<file path="src/rtl/ccr_pkg.sv">
// ccr_pkg: shared constants for the clock recovery and power-down control block.
// assumes an 8-bit register port and a 200 MHz core clock.
package ccr_pkg;

  // register port widths
  localparam int ADDR_W = 8;
  localparam int DATA_W = 8;

  // register offsets
  localparam logic [7:0] REG_SPREAD = 8'h01;
  localparam logic [7:0] REG_SW_FREQ = 8'h04;
  localparam logic [7:0] REG_FINE_N = 8'h07;
  localparam logic [7:0] REG_FINE_R = 8'h09;
  localparam logic [7:0] REG_WATCHDOG = 8'h0C;
  localparam logic [7:0] REG_FREQ_LO = 8'h0D;
  localparam logic [7:0] REG_FREQ_HI = 8'h0E;

  // field positions
  localparam int SPREAD_EN_BIT = 7;
  localparam int SPREAD_MODE_BIT = 6;
  localparam int SPREAD_HI_BIT = 5;
  localparam int SPREAD_LO_BIT = 4;
  localparam int WD_RST_EN_BIT = 7;
  localparam int WD_SRC_BIT = 6;
  localparam int WATCHDOG_ALARM_FLAG_BIT = 4;
  localparam int FINE_SRC_BIT = 0;
  localparam int FINE_R_LSB = 1;

  // field widths
  localparam int WD_TIMEOUT_W = 4;
  localparam int FINE_N_W = 7;
  localparam int FINE_R_W = 6;
  localparam int FREQ_SEL_W = 5;
  localparam int FREQ_WORD_W = 16;
  localparam int PLL_CONST_W = 27;

  // values after reset
  localparam logic [3:0] SPREAD_RESET = 4'h0;
  localparam logic [4:0] SW_FREQ_RESET = 5'h00;
  localparam logic [6:0] FINE_N_RESET = 7'h00;
  localparam logic [5:0] FINE_R_RESET = 6'h00;
  localparam logic FINE_SRC_RESET = 1'b0;
  localparam logic WD_RST_EN_RESET = 1'b1;
  localparam logic WD_SRC_RESET = 1'b0;
  localparam logic [3:0] WD_TIMEOUT_OFF = 4'h0;
  localparam logic [15:0] FREQ_WORD_RESET = 16'h0000;

  // single pll constant, 96016000 decimal
  localparam logic [26:0] PLL_CONSTANT = 27'h5B91680;

  // timing
  localparam longint CLOCK_HZ = 200000000;
  localparam longint REF_CLOCK_HZ = 14318180;
  localparam longint WATCHDOG_TICK_S = 1;
  localparam longint REF_CYCLES_PER_TICK = REF_CLOCK_HZ * WATCHDOG_TICK_S;
  localparam longint RESUME_MAX_MS = 3;
  // longest time, rounded down, kept strictly under the limit
  localparam longint RESUME_MAX_CYCLES = (CLOCK_HZ / 1000) * RESUME_MAX_MS - 1;
  localparam int RESET_PULSE_REF_CYCLES = 16;
  localparam int STRAP_SETTLE_CYCLES = 4;
  localparam int PD_SAMPLES = 2;

  // pin indices into the synchroniser bank
  localparam int PIN_CPU_T = 0;
  localparam int PIN_CPU_C = 1;
  localparam int PIN_OUT = 2;
  localparam int PIN_REF = 3;
  localparam int PIN_PD_N = 4;
  localparam int PIN_PWRGD_N = 5;
  localparam int PIN_FAMILY = 6;
  localparam int PIN_COUNT = 7;

  typedef enum logic [1:0] {PD_RUN, PD_HOLDING, PD_DOWN, PD_WAKING} ccr_pd_state_t;

endpackage

</file>
<file path="src/rtl/ccr_clock_control.sv">
// ccr_clock_control: register file, watchdog self-recovery and power-down
// sequencing of a clock generator. assumes pins arrive asynchronously and
// are sampled by clock; register port strobes are synchronous to clock.
`timescale 1ns/1ps
module ccr_clock_control #(
  parameter longint REF_CYCLES_PER_TICK = ccr_pkg::REF_CYCLES_PER_TICK,
  parameter longint RESUME_MAX_CYCLES = ccr_pkg::RESUME_MAX_CYCLES
) (
  input wire logic clock,
  input wire logic rst,
  input wire logic clockEnable,
  input wire logic [7:0] regAddr,
  input wire logic [7:0] regWriteData,
  input wire logic regWrite,
  input wire logic regRead,
  output logic [7:0] regReadData,
  input wire logic [4:0] frequencySelectStraps,
  input wire logic hostFamilySelect,
  input wire logic cpuClockTrue,
  input wire logic cpuClockComp,
  input wire logic outputClockSample,
  input wire logic refClockSample,
  input wire logic powerDownN,
  input wire logic terminationPowerGoodN,
  output logic systemResetOutN,
  output logic [4:0] activeFrequencySelect,
  output logic [15:0] frequencyWord,
  output logic [6:0] fineTuneN,
  output logic [5:0] fineTuneR,
  output logic fineTuneSourceSelect,
  output logic [26:0] pllConstant,
  output logic spreadEnable,
  output logic spreadMode,
  output logic spreadTypeHi,
  output logic spreadTypeLo,
  output logic nonCpuHoldLow,
  output logic refHoldLow,
  output logic cpuHoldLow,
  output logic cpuTrueDriveHigh,
  output logic cpuCompOeN,
  output logic pllEnable,
  output logic oscillatorEnable,
  output logic serialInterfaceEnable,
  output logic powerGoodLatched
);
  // pin synchronisers
  logic [ccr_pkg::PIN_COUNT-1:0] pinRaw;
  logic [ccr_pkg::PIN_COUNT-1:0] pinLevel;
  logic [ccr_pkg::PIN_COUNT-1:0] pinRise;
  logic [ccr_pkg::PIN_COUNT-1:0] pinFall;
  logic [4:0] strapMeta;
  logic [4:0] strapStable;

  assign pinRaw = {hostFamilySelect, terminationPowerGoodN, powerDownN, refClockSample,
                   outputClockSample, cpuClockComp, cpuClockTrue};

  ccr_pin_sync #(.N(ccr_pkg::PIN_COUNT)) u_sync (
    .clock(clock),
    .rst(rst),
    .clockEnable(clockEnable),
    .pinIn(pinRaw),
    .level(pinLevel),
    .rise(pinRise),
    .fall(pinFall)
  );

  // register state
  logic [3:0] timeoutSel;
  logic wdResetEnable;
  logic wdRecoverPrevious;
  logic watchdogAlarmFlag;
  logic [4:0] strapFreq;
  logic [4:0] lastSwFreq;
  logic [4:0] prevSwFreq;
  logic strapCaptured;
  logic [2:0] strapWait;

  // register decode
  function automatic logic hitReg(input logic [7:0] addr, input logic [7:0] reg_off);
    hitReg = (addr == reg_off);
  endfunction

  wire busWrite = regWrite & serialInterfaceEnable;
  wire busRead = regRead & serialInterfaceEnable;
  wire wrSpread = busWrite & hitReg(regAddr, ccr_pkg::REG_SPREAD);
  wire wrSwFreq = busWrite & hitReg(regAddr, ccr_pkg::REG_SW_FREQ);
  wire wrFineN = busWrite & hitReg(regAddr, ccr_pkg::REG_FINE_N);
  wire wrFineR = busWrite & hitReg(regAddr, ccr_pkg::REG_FINE_R);
  wire wrWatchdog = busWrite & hitReg(regAddr, ccr_pkg::REG_WATCHDOG);
  wire wrFreqLo = busWrite & hitReg(regAddr, ccr_pkg::REG_FREQ_LO);
  wire wrFreqHi = busWrite & hitReg(regAddr, ccr_pkg::REG_FREQ_HI);
  wire [3:0] wrTimeout = regWriteData[ccr_pkg::WD_TIMEOUT_W-1:0];
  wire timeoutZeroWrite = wrWatchdog & (wrTimeout == ccr_pkg::WD_TIMEOUT_OFF);
  wire freqRequest = wrSwFreq | wrFreqLo | wrFreqHi;
  wire armWatchdog = freqRequest & (timeoutSel != ccr_pkg::WD_TIMEOUT_OFF);

  // read mux
  wire [7:0] spreadByte = {spreadEnable, spreadMode, spreadTypeHi, spreadTypeLo, 4'h0};
  wire [7:0] wdByte = {wdResetEnable, wdRecoverPrevious, 1'b0, watchdogAlarmFlag, timeoutSel};
  wire [7:0] fineRByte = {1'b0, fineTuneR, fineTuneSourceSelect};
  wire [7:0] readMux =
    hitReg(regAddr, ccr_pkg::REG_SPREAD) ? spreadByte :
    hitReg(regAddr, ccr_pkg::REG_SW_FREQ) ? {3'h0, lastSwFreq} :
    hitReg(regAddr, ccr_pkg::REG_FINE_N) ? {1'b0, fineTuneN} :
    hitReg(regAddr, ccr_pkg::REG_FINE_R) ? fineRByte :
    hitReg(regAddr, ccr_pkg::REG_WATCHDOG) ? wdByte :
    hitReg(regAddr, ccr_pkg::REG_FREQ_LO) ? frequencyWord[7:0] :
    hitReg(regAddr, ccr_pkg::REG_FREQ_HI) ? frequencyWord[15:8] : 8'h00;

  always_ff @(posedge clock)
  begin
    if (rst)
      regReadData <= 8'h00;
    else if (clockEnable)
      regReadData <= busRead ? readMux : 8'h00;
  end

  // control registers
  always_ff @(posedge clock)
  begin
    if (rst)
    begin
      {spreadEnable, spreadMode, spreadTypeHi, spreadTypeLo} <= ccr_pkg::SPREAD_RESET;
      fineTuneN <= ccr_pkg::FINE_N_RESET;
      fineTuneR <= ccr_pkg::FINE_R_RESET;
      fineTuneSourceSelect <= ccr_pkg::FINE_SRC_RESET;
      wdResetEnable <= ccr_pkg::WD_RST_EN_RESET;
      wdRecoverPrevious <= ccr_pkg::WD_SRC_RESET;
      timeoutSel <= ccr_pkg::WD_TIMEOUT_OFF;
      frequencyWord <= ccr_pkg::FREQ_WORD_RESET;
    end
    else if (clockEnable)
    begin
      if (wrSpread)
      begin
        spreadEnable <= regWriteData[ccr_pkg::SPREAD_EN_BIT];
        spreadMode <= regWriteData[ccr_pkg::SPREAD_MODE_BIT];
        spreadTypeHi <= regWriteData[ccr_pkg::SPREAD_HI_BIT];
        spreadTypeLo <= regWriteData[ccr_pkg::SPREAD_LO_BIT];
      end
      if (wrFineN)
        fineTuneN <= regWriteData[ccr_pkg::FINE_N_W-1:0];
      if (wrFineR)
      begin
        fineTuneR <= regWriteData[ccr_pkg::FINE_R_LSB +: ccr_pkg::FINE_R_W];
        fineTuneSourceSelect <= regWriteData[ccr_pkg::FINE_SRC_BIT];
      end
      if (wrWatchdog)
      begin
        wdResetEnable <= regWriteData[ccr_pkg::WD_RST_EN_BIT];
        wdRecoverPrevious <= regWriteData[ccr_pkg::WD_SRC_BIT];
        timeoutSel <= wrTimeout;
      end
      if (wrFreqLo)
        frequencyWord[7:0] <= regWriteData;
      if (wrFreqHi)
        frequencyWord[15:8] <= regWriteData;
    end
  end

  assign pllConstant = ccr_pkg::PLL_CONSTANT;

  // strap capture after reset release, once the synchronisers have settled
  always_ff @(posedge clock)
  begin
    if (rst)
    begin
      strapMeta <= 5'h00;
      strapStable <= 5'h00;
      strapWait <= 3'h0;
      strapCaptured <= 1'b0;
      strapFreq <= 5'h00;
    end
    else if (clockEnable)
    begin
      strapMeta <= frequencySelectStraps;
      strapStable <= strapMeta;
      if (!strapCaptured)
      begin
        if (strapWait == 3'(ccr_pkg::STRAP_SETTLE_CYCLES - 1))
        begin
          strapCaptured <= 1'b1;
          strapFreq <= strapStable;
        end
        else
          strapWait <= strapWait + 3'h1;
      end
    end
  end

  // watchdog timing on reference clock edges
  logic wdRunning;
  logic wdFirstDone;
  logic [23:0] refCount;
  logic [3:0] secondCount;
  logic [4:0] pulseCount;
  wire refEdge = pinRise[ccr_pkg::PIN_REF];
  wire tickDone = refEdge & (refCount == 24'(REF_CYCLES_PER_TICK - 1));
  wire expire = wdRunning & tickDone & ((secondCount + 4'h1) >= timeoutSel);
  wire [4:0] recoverFreq = wdRecoverPrevious ? prevSwFreq : strapFreq;

  always_ff @(posedge clock)
  begin
    if (rst)
    begin
      wdRunning <= 1'b0;
      wdFirstDone <= 1'b0;
      refCount <= 24'h000000;
      secondCount <= 4'h0;
    end
    else if (clockEnable)
    begin
      if (timeoutZeroWrite)
        wdRunning <= 1'b0;
      else if (armWatchdog)
        wdRunning <= 1'b1;
      if (armWatchdog | expire | !wdRunning)
      begin
        refCount <= 24'h000000;
        secondCount <= 4'h0;
      end
      else if (refEdge)
      begin
        refCount <= tickDone ? 24'h000000 : refCount + 24'h000001;
        if (tickDone)
          secondCount <= secondCount + 4'h1;
      end
      if (armWatchdog)
        wdFirstDone <= 1'b0;
      else if (expire)
        wdFirstDone <= 1'b1;
    end
  end

  // alarm: expiry wins over a clear in the same cycle
  always_ff @(posedge clock)
  begin
    if (rst)
      watchdogAlarmFlag <= 1'b0;
    else if (clockEnable)
    begin
      if (expire)
        watchdogAlarmFlag <= 1'b1;
      else if (timeoutZeroWrite)
        watchdogAlarmFlag <= 1'b0;
    end
  end

  // frequency selection: applied in the write cycle, timer starts after
  always_ff @(posedge clock)
  begin
    if (rst)
    begin
      activeFrequencySelect <= ccr_pkg::SW_FREQ_RESET;
      lastSwFreq <= ccr_pkg::SW_FREQ_RESET;
      prevSwFreq <= ccr_pkg::SW_FREQ_RESET;
    end
    else if (clockEnable)
    begin
      if (wrSwFreq)
      begin
        activeFrequencySelect <= regWriteData[ccr_pkg::FREQ_SEL_W-1:0];
        lastSwFreq <= regWriteData[ccr_pkg::FREQ_SEL_W-1:0];
        prevSwFreq <= lastSwFreq;
      end
      else if (strapCaptured == 1'b0 && strapWait == 3'(ccr_pkg::STRAP_SETTLE_CYCLES - 1))
        activeFrequencySelect <= strapStable;
      else if (expire && wdFirstDone)
        activeFrequencySelect <= recoverFreq;
    end
  end

  // system reset pulse, width counted in reference cycles
  always_ff @(posedge clock)
  begin
    if (rst)
    begin
      pulseCount <= 5'h00;
      systemResetOutN <= 1'b1;
    end
    else if (clockEnable)
    begin
      if (expire && wdResetEnable)
      begin
        pulseCount <= 5'(ccr_pkg::RESET_PULSE_REF_CYCLES);
        systemResetOutN <= 1'b0;
      end
      else if (pulseCount != 5'h00)
      begin
        if (refEdge)
          pulseCount <= pulseCount - 5'h01;
        systemResetOutN <= 1'b0;
      end
      else
        systemResetOutN <= 1'b1;
    end
  end

  // power-good: first falling edge only
  always_ff @(posedge clock)
  begin
    if (rst)
      powerGoodLatched <= 1'b0;
    else if (clockEnable && pinFall[ccr_pkg::PIN_PWRGD_N])
      powerGoodLatched <= 1'b1;
  end

  // power-down sequencing
  ccr_pkg::ccr_pd_state_t pdState;
  logic [1:0] pdSamples;
  logic [19:0] resumeCount;
  wire diffMode = pinLevel[ccr_pkg::PIN_FAMILY];
  wire pdLow = ~pinLevel[ccr_pkg::PIN_PD_N];
  wire sampleEdge = diffMode ? pinRise[ccr_pkg::PIN_CPU_C] : pinRise[ccr_pkg::PIN_CPU_T];
  wire pdEnter = sampleEdge & pdLow & (pdSamples == 2'(ccr_pkg::PD_SAMPLES - 1));
  wire outFall = pinFall[ccr_pkg::PIN_OUT];
  wire outRise = pinRise[ccr_pkg::PIN_OUT];
  wire resumeLimit = resumeCount == 20'(RESUME_MAX_CYCLES - 1);

  always_ff @(posedge clock)
  begin
    if (rst)
    begin
      pdState <= ccr_pkg::PD_RUN;
      pdSamples <= 2'h0;
      resumeCount <= 20'h00000;
      nonCpuHoldLow <= 1'b0;
      refHoldLow <= 1'b0;
      cpuHoldLow <= 1'b0;
      cpuTrueDriveHigh <= 1'b0;
      cpuCompOeN <= 1'b0;
      pllEnable <= 1'b1;
      oscillatorEnable <= 1'b1;
      serialInterfaceEnable <= 1'b1;
    end
    else if (clockEnable)
    begin
      unique case (pdState)
        ccr_pkg::PD_RUN:
        begin
          if (sampleEdge)
            pdSamples <= pdLow ? 2'(ccr_pkg::PD_SAMPLES - 1) & (pdSamples + 2'h1) : 2'h0;
          if (pdEnter && diffMode)
          begin
            cpuTrueDriveHigh <= 1'b1;
            cpuCompOeN <= 1'b1;
            pdState <= ccr_pkg::PD_HOLDING;
          end
          else if (pdEnter)
          begin
            nonCpuHoldLow <= 1'b1;
            refHoldLow <= 1'b1;
            cpuHoldLow <= 1'b1;
            pllEnable <= 1'b0;
            oscillatorEnable <= 1'b0;
            serialInterfaceEnable <= 1'b0;
            pdState <= ccr_pkg::PD_DOWN;
          end
        end
        ccr_pkg::PD_HOLDING:
        begin
          if (outFall)
            nonCpuHoldLow <= 1'b1;
          if (pinFall[ccr_pkg::PIN_REF])
            refHoldLow <= 1'b1;
          if ((nonCpuHoldLow | outFall) && (refHoldLow | pinFall[ccr_pkg::PIN_REF]))
            pdState <= ccr_pkg::PD_DOWN;
        end
        ccr_pkg::PD_DOWN:
        begin
          pdSamples <= 2'h0;
          resumeCount <= 20'h00000;
          if (!pdLow)
          begin
            pllEnable <= 1'b1;
            oscillatorEnable <= 1'b1;
            pdState <= ccr_pkg::PD_WAKING;
          end
        end
        ccr_pkg::PD_WAKING:
        begin
          resumeCount <= resumeCount + 20'h00001;
          if (outRise || (cpuHoldLow == 1'b0 && resumeLimit))
          begin
            nonCpuHoldLow <= 1'b0;
            refHoldLow <= 1'b0;
            cpuHoldLow <= 1'b0;
            cpuTrueDriveHigh <= 1'b0;
            cpuCompOeN <= 1'b0;
            serialInterfaceEnable <= 1'b1;
            pdState <= ccr_pkg::PD_RUN;
          end
        end
      endcase
    end
  end
endmodule // ccr_clock_control

</file>
<file path="src/rtl/ccr_pin_sync.sv">
// ccr_pin_sync: two-flop synchronisers with edge detection for a bank of pins.
// assumes pins are asynchronous to clock; the third flop only feeds edge detect.
`timescale 1ns/1ps
module ccr_pin_sync #(
  parameter int N = 1
) (
  input wire logic clock,
  input wire logic rst,
  input wire logic clockEnable,
  input wire logic [N-1:0] pinIn,
  output logic [N-1:0] level,
  output logic [N-1:0] rise,
  output logic [N-1:0] fall
);
  logic [N-1:0] meta;
  logic [N-1:0] stable;
  logic [N-1:0] prev;

  genvar i;
  generate
    for (i = 0; i < N; i++)
    begin : g_pin
      always_ff @(posedge clock)
      begin
        if (rst)
        begin
          meta[i] <= 1'b0;
          stable[i] <= 1'b0;
          prev[i] <= 1'b0;
        end
        else if (clockEnable)
        begin
          meta[i] <= pinIn[i];
          stable[i] <= meta[i];
          prev[i] <= stable[i];
        end
      end
      assign level[i] = stable[i];
      assign rise[i] = stable[i] & ~prev[i];
      assign fall[i] = ~stable[i] & prev[i];
    end
  endgenerate
endmodule // ccr_pin_sync

</file>
<file path="config.mk">
export PLATFORM = sky130hd
export DESIGN_NAME = ccr_clock_control
export DESIGN_NICKNAME = d
export VERILOG_FILES = /design/src/rtl/ccr_pkg.sv /design/src/rtl/ccr_clock_control.sv /design/src/rtl/ccr_pin_sync.sv
export SDC_FILE = /design/constraint.sdc
export NUM_CORES = 1
export LEC_CHECK = 0
export ABC_AREA = 1
export BUFFER_PORTS_ARGS = -buffer_cell sky130_fd_sc_hd__buf_4
export CAP_MARGIN = 20
export CELL_PAD_IN_SITES_DETAIL_PLACEMENT = 1
export CELL_PAD_IN_SITES_GLOBAL_PLACEMENT = 2
export CORE_AREA = 3 3 134 200
export DETAILED_ROUTE_END_ITERATION = 8
export DIE_AREA = 0 0 137 203
export PLACE_DENSITY_LB_ADDON = 0.08
export SLEW_MARGIN = 10
export SYNTH_ARGS = -nofsm -noshare
export SYNTH_HDL_FRONTEND = slang
export SYNTH_SLANG_ARGS = --single-unit
</file>
<file path="constraint.sdc">
create_clock -name clock -period 6.1 [get_ports clock]
set_clock_uncertainty 0.05 [all_clocks]
set_input_delay 1.525 -clock clock [delete_from_list [all_inputs] [get_ports clock]]
set_output_delay 1.525 -clock clock [all_outputs]
set_load 0.005 [all_outputs]
</file>
==> flow_metrics.tcl <==
set metrics [dict create \
    synth_largest_type_area_fraction_pct 38.4 \
    static-leakage-power_nw 4.05 \
    final_layout_size_suffix_gt1_share_pct 11.6 \
    clock_latency_ns 0.44 \
    setup_viol 0 \
    wl_per_cell_microns 16.3 \
    critical_path_class "in2reg" \
    power_frac_seq_pct 47.7 \
    cp_max_fo 21 \
    post_synth_and_or_nand_nor_area_fraction_pct 29.1 \
    core_region_area_sq_um 25200 \
    synth.lib_cells_used.distinct 47 \
    remaining_drc_errors 0 \
    antenna_found_initial 0 \
    syn_area_sq_um 8750 \
    post-synth-top-count-cell "sky130_fd_sc_hd__nand2_1" \
    synth_sequential_area_ratio_pct 38.4 \
    syn_inst 1283 \
    outcome "finished clean" \
    grt_setup_unrepaired "false" \
    postSynth.asyncResetShare_pct 0 \
    period_utilization_post_route_pct 50.5 \
    final-max-slew-violation-count 0 \
    timing.critical_path.from_type "input pin" \
    dieWidth_microns 137 \
    worst-endpoint-required_ns 6.41 \
    max-clock-path-buffers 2 \
    initial_utilization_pct 34.7 \
    ctsHoldBuffers 0 \
    multi_input_comb_area_sq_um 4460 \
    reg2reg_setup_slack_ns 3.22 \
    number_of_placed_i_o_pins 117 \
    vias_per_cell 4.92 \
    clkPwrFrac_pct 46.3 \
    detail_route.iter0.violations 242 \
    ctsRootBufferMaster "sky130_fd_sc_hd__clkbuf_16" \
    tritoncts "yes" \
    min_delay_path_depth 2 \
    antenna_cells 0 \
    finalHoldWorstSlack_ns 0.403 \
    cts-buffers-inserted 17 \
    routed-via-count 8318 \
    post-cts-setup-buffer-count 0 \
    power.ir.vdd_worst_mv 0.198 \
    die_y_microns 203 \
    finish.net_count 1398 \
    grt_pass1_vias 8684 \
    area_delta_synth_final_pct 15.6 \
    hold_path_class "reg2reg" \
    final_period_minus_worst_setup_slack_ns 3.08 \
    power_density_nw_per_um2 234 \
    synthXorXnorAreaFrac_pct 1.90 \
    clkSlewWorstSetupHoldPaths_ns 0.07 \
    groute.usage.overall_pct 20.4 \
    hold_end "strapWait[1]" \
    synth_mux_area_share_pct 0 \
    synth.top_cells.by_area "sky130_fd_sc_hd__dfxtp_1 38%, sky130_fd_sc_hd__nand2_1 10%, sky130_fd_sc_hd__nor2_1 8.2%" \
    fmax_ghz 0.325 \
    number_of_levels_in_the_clock_h_tree 4 \
    slew_headroom_pct 29.7 \
    global_route.overflow_total 0 \
    dr.pass1.iters 4 \
    drt-total-wl_microns 27500 \
    n_fill_cell 3301 \
    grt_start_max_net_pins 64 \
    least_margin_pin_slew_ns 1.05 \
    hold_viol_final 0 \
    die-area_sq_um 27800 \
    worstRegToRegCells 10 \
    syn_area_per_cell_sq_um 6.82 \
    grt_first_pass_wirelength_microns 44900 \
    ff_latch_area_sq_um 3360 \
    synth.largest_area_cell "sky130_fd_sc_hd__dfxtp_1" \
    number_of_synthesized_register_bits 168 \
    power_report.internal_total_w 0.00181 \
    cp-end-kind "flip-flop" \
    ys_top_cells_by_count "235 x sky130_fd_sc_hd__nand2_1, 190 x sky130_fd_sc_hd__nor2_1, 168 x sky130_fd_sc_hd__dfxtp_1, 150 x sky130_fd_sc_hd__inv_1, 121 x sky130_fd_sc_hd__a21oi_1" \
    net-switching-power_w 0.000560 \
    finalSetupTns_ns 0 \
    gpl.final_weighted_congestion 0.831 \
    combinational_power_share_pct 6.0 \
    synth_top_family_by_area "simple AND/OR/NAND/NOR gates" \
    netSwitchingFraction_pct 23.7 \
    max_cap_violation_count 0 \
    start_point_of_the_worst_min_delay_path "strapWait[1]" \
    place.detailed.hpwl_microns 20900 \
    final_antenna_net_count 0 \
    critPathArrivalTime_ns 3.39 \
    synth-adder-area-share_pct 2.43 \
    number_of_port_buffers 89 \
    clock_sink_count 168 \
    synth-compound-area-share_pct 16.4 \
    regToRegEndpoint "pulseCount[3]" \
    synthFlopType "sky130_fd_sc_hd__dfxtp_1" \
    floorplan.rows 71 \
    yosys_warnings 0 \
    postCtsResizedCells 0 \
    r2r-start "refCount[0]" \
    synth_enable_flop_cells 0 \
]
[worst max-delay path: stages]
cell	delay, ns
sky130_fd_sc_hd__buf_4	0.08
sky130_fd_sc_hd__nor2_1	0.03
sky130_fd_sc_hd__nand2_1	0.14
sky130_fd_sc_hd__inv_2	0.11
sky130_fd_sc_hd__nand2_2	0.20
sky130_fd_sc_hd__nand3_2	0.14
sky130_fd_sc_hd__nand2_4	0.13
sky130_fd_sc_hd__nand4_4	0.26
sky130_fd_sc_hd__nand2_2	0.49
sky130_fd_sc_hd__nand2_1	0.11
sky130_fd_sc_hd__a21oi_1	0.16
[final cells by class]
cell class                 instances  share of cell area (%)
multi-input combinational        910                    44.1
sequential                       168                    33.3
timing repair buffer              94                    6.98
inverter                         157                    5.85
clock buffer                      24                    4.86
tap                              328                    4.06
clock inverter                     8                   0.928
[per-stage QoR]
| step | worst slack, ns | area, sq um | total power [W] | cells | utilization [%] |
|---|---|---|---|---|---|
| 2_1_floorplan | 3.34 | 8840 | 0.00125 | 1308 | - |
| 3_3_place_gp | 2.64 | 9530 | 0.00130 | 1657 | 37.8 |
| 3_5_place_dp | 2.58 | 9530 | 0.00130 | 1657 | 37.8 |
| 4_1_cts | 3.03 | 10100 | 0.00240 | 1689 | 40.1 |
| 5_1_grt | 2.86 | 10100 | 0.00247 | 1689 | 40.1 |
| 6_report | 3.02 | 10100 | 0.00237 | 1689 | 40.1 |
[flip-flops by register name (all words and copies together), names as in the netlist, 6 cells and up]
register	flops
u_sync.level	7
resumeCount	20
frequencyWord	16
u_sync.meta	7
fineTuneN	7
fineTuneR	6
regReadData	8
refCount	24
[cells in the final DEF (no fill, tap or decap), drive strengths merged, types with 4 or more instances in the layout]
master and count:
xnor2 4, xor2 15, clkinv 8, inv 155, nand4 41, dfxtp 168
nand3 65, o21ai 112, conb 27, ha 17, o31ai 4, nor2 200
a21oi 121, o22ai 11, buf 94, nor3 22, nand3b 4, a211oi 9
o21a 4, nand2 244, clkbuf 24
[logic make-up (layout without fill, tap and decap cells)]
logic type,count (synthesis),in the layout
AOI/OAI and AO/OA,269,269
xor gates and xnor gates,19,19
adders and majority gates,17,17
buffers and inverters,230,283
DFF,168,168
other,2,27
and+or+nand+nor,578,578
[power groups by stage]
stage	Sequential (W)	Clock, W	Combinational, W
CTS	0.00113	0.00113	0.000145
floorplan	0.00115	0	0.000101
global placement	0.00115	0	0.000143
finish	0.00113	0.00109	0.000142
global route	0.00113	0.00118	0.000164
detailed placement	0.00115	0	0.000144
[how the worst max path moves through the flow]
stage | cells after the start | start | slack [ns] | end
finish | 11 | regAddr[7] | 3.02 | refCount[11]
floorplan | 9 | regAddr[7] | 3.34 | fineTuneN[4]
global placement | 12 | regAddr[7] | 2.64 | refCount[1]
detailed placement | 11 | regAddr[7] | 2.58 | refCount[11]
CTS | 11 | regAddr[7] | 3.03 | refCount[11]
global route | 11 | regAddr[7] | 2.86 | refCount[10]
[layer usage]
metal / part of all wire, % / track usage (%) / up-vias
met3: 2.6 / 3.40 / 29
met4: 1.6 / 5.56 / 0
met1: 41 / 22.7 / 3937
met5: 0 / 0 / -
met2: 55 / 39.1 / 103
li1: - / - / 4249
Note: power is estimated with default switching activity, not from simulation.
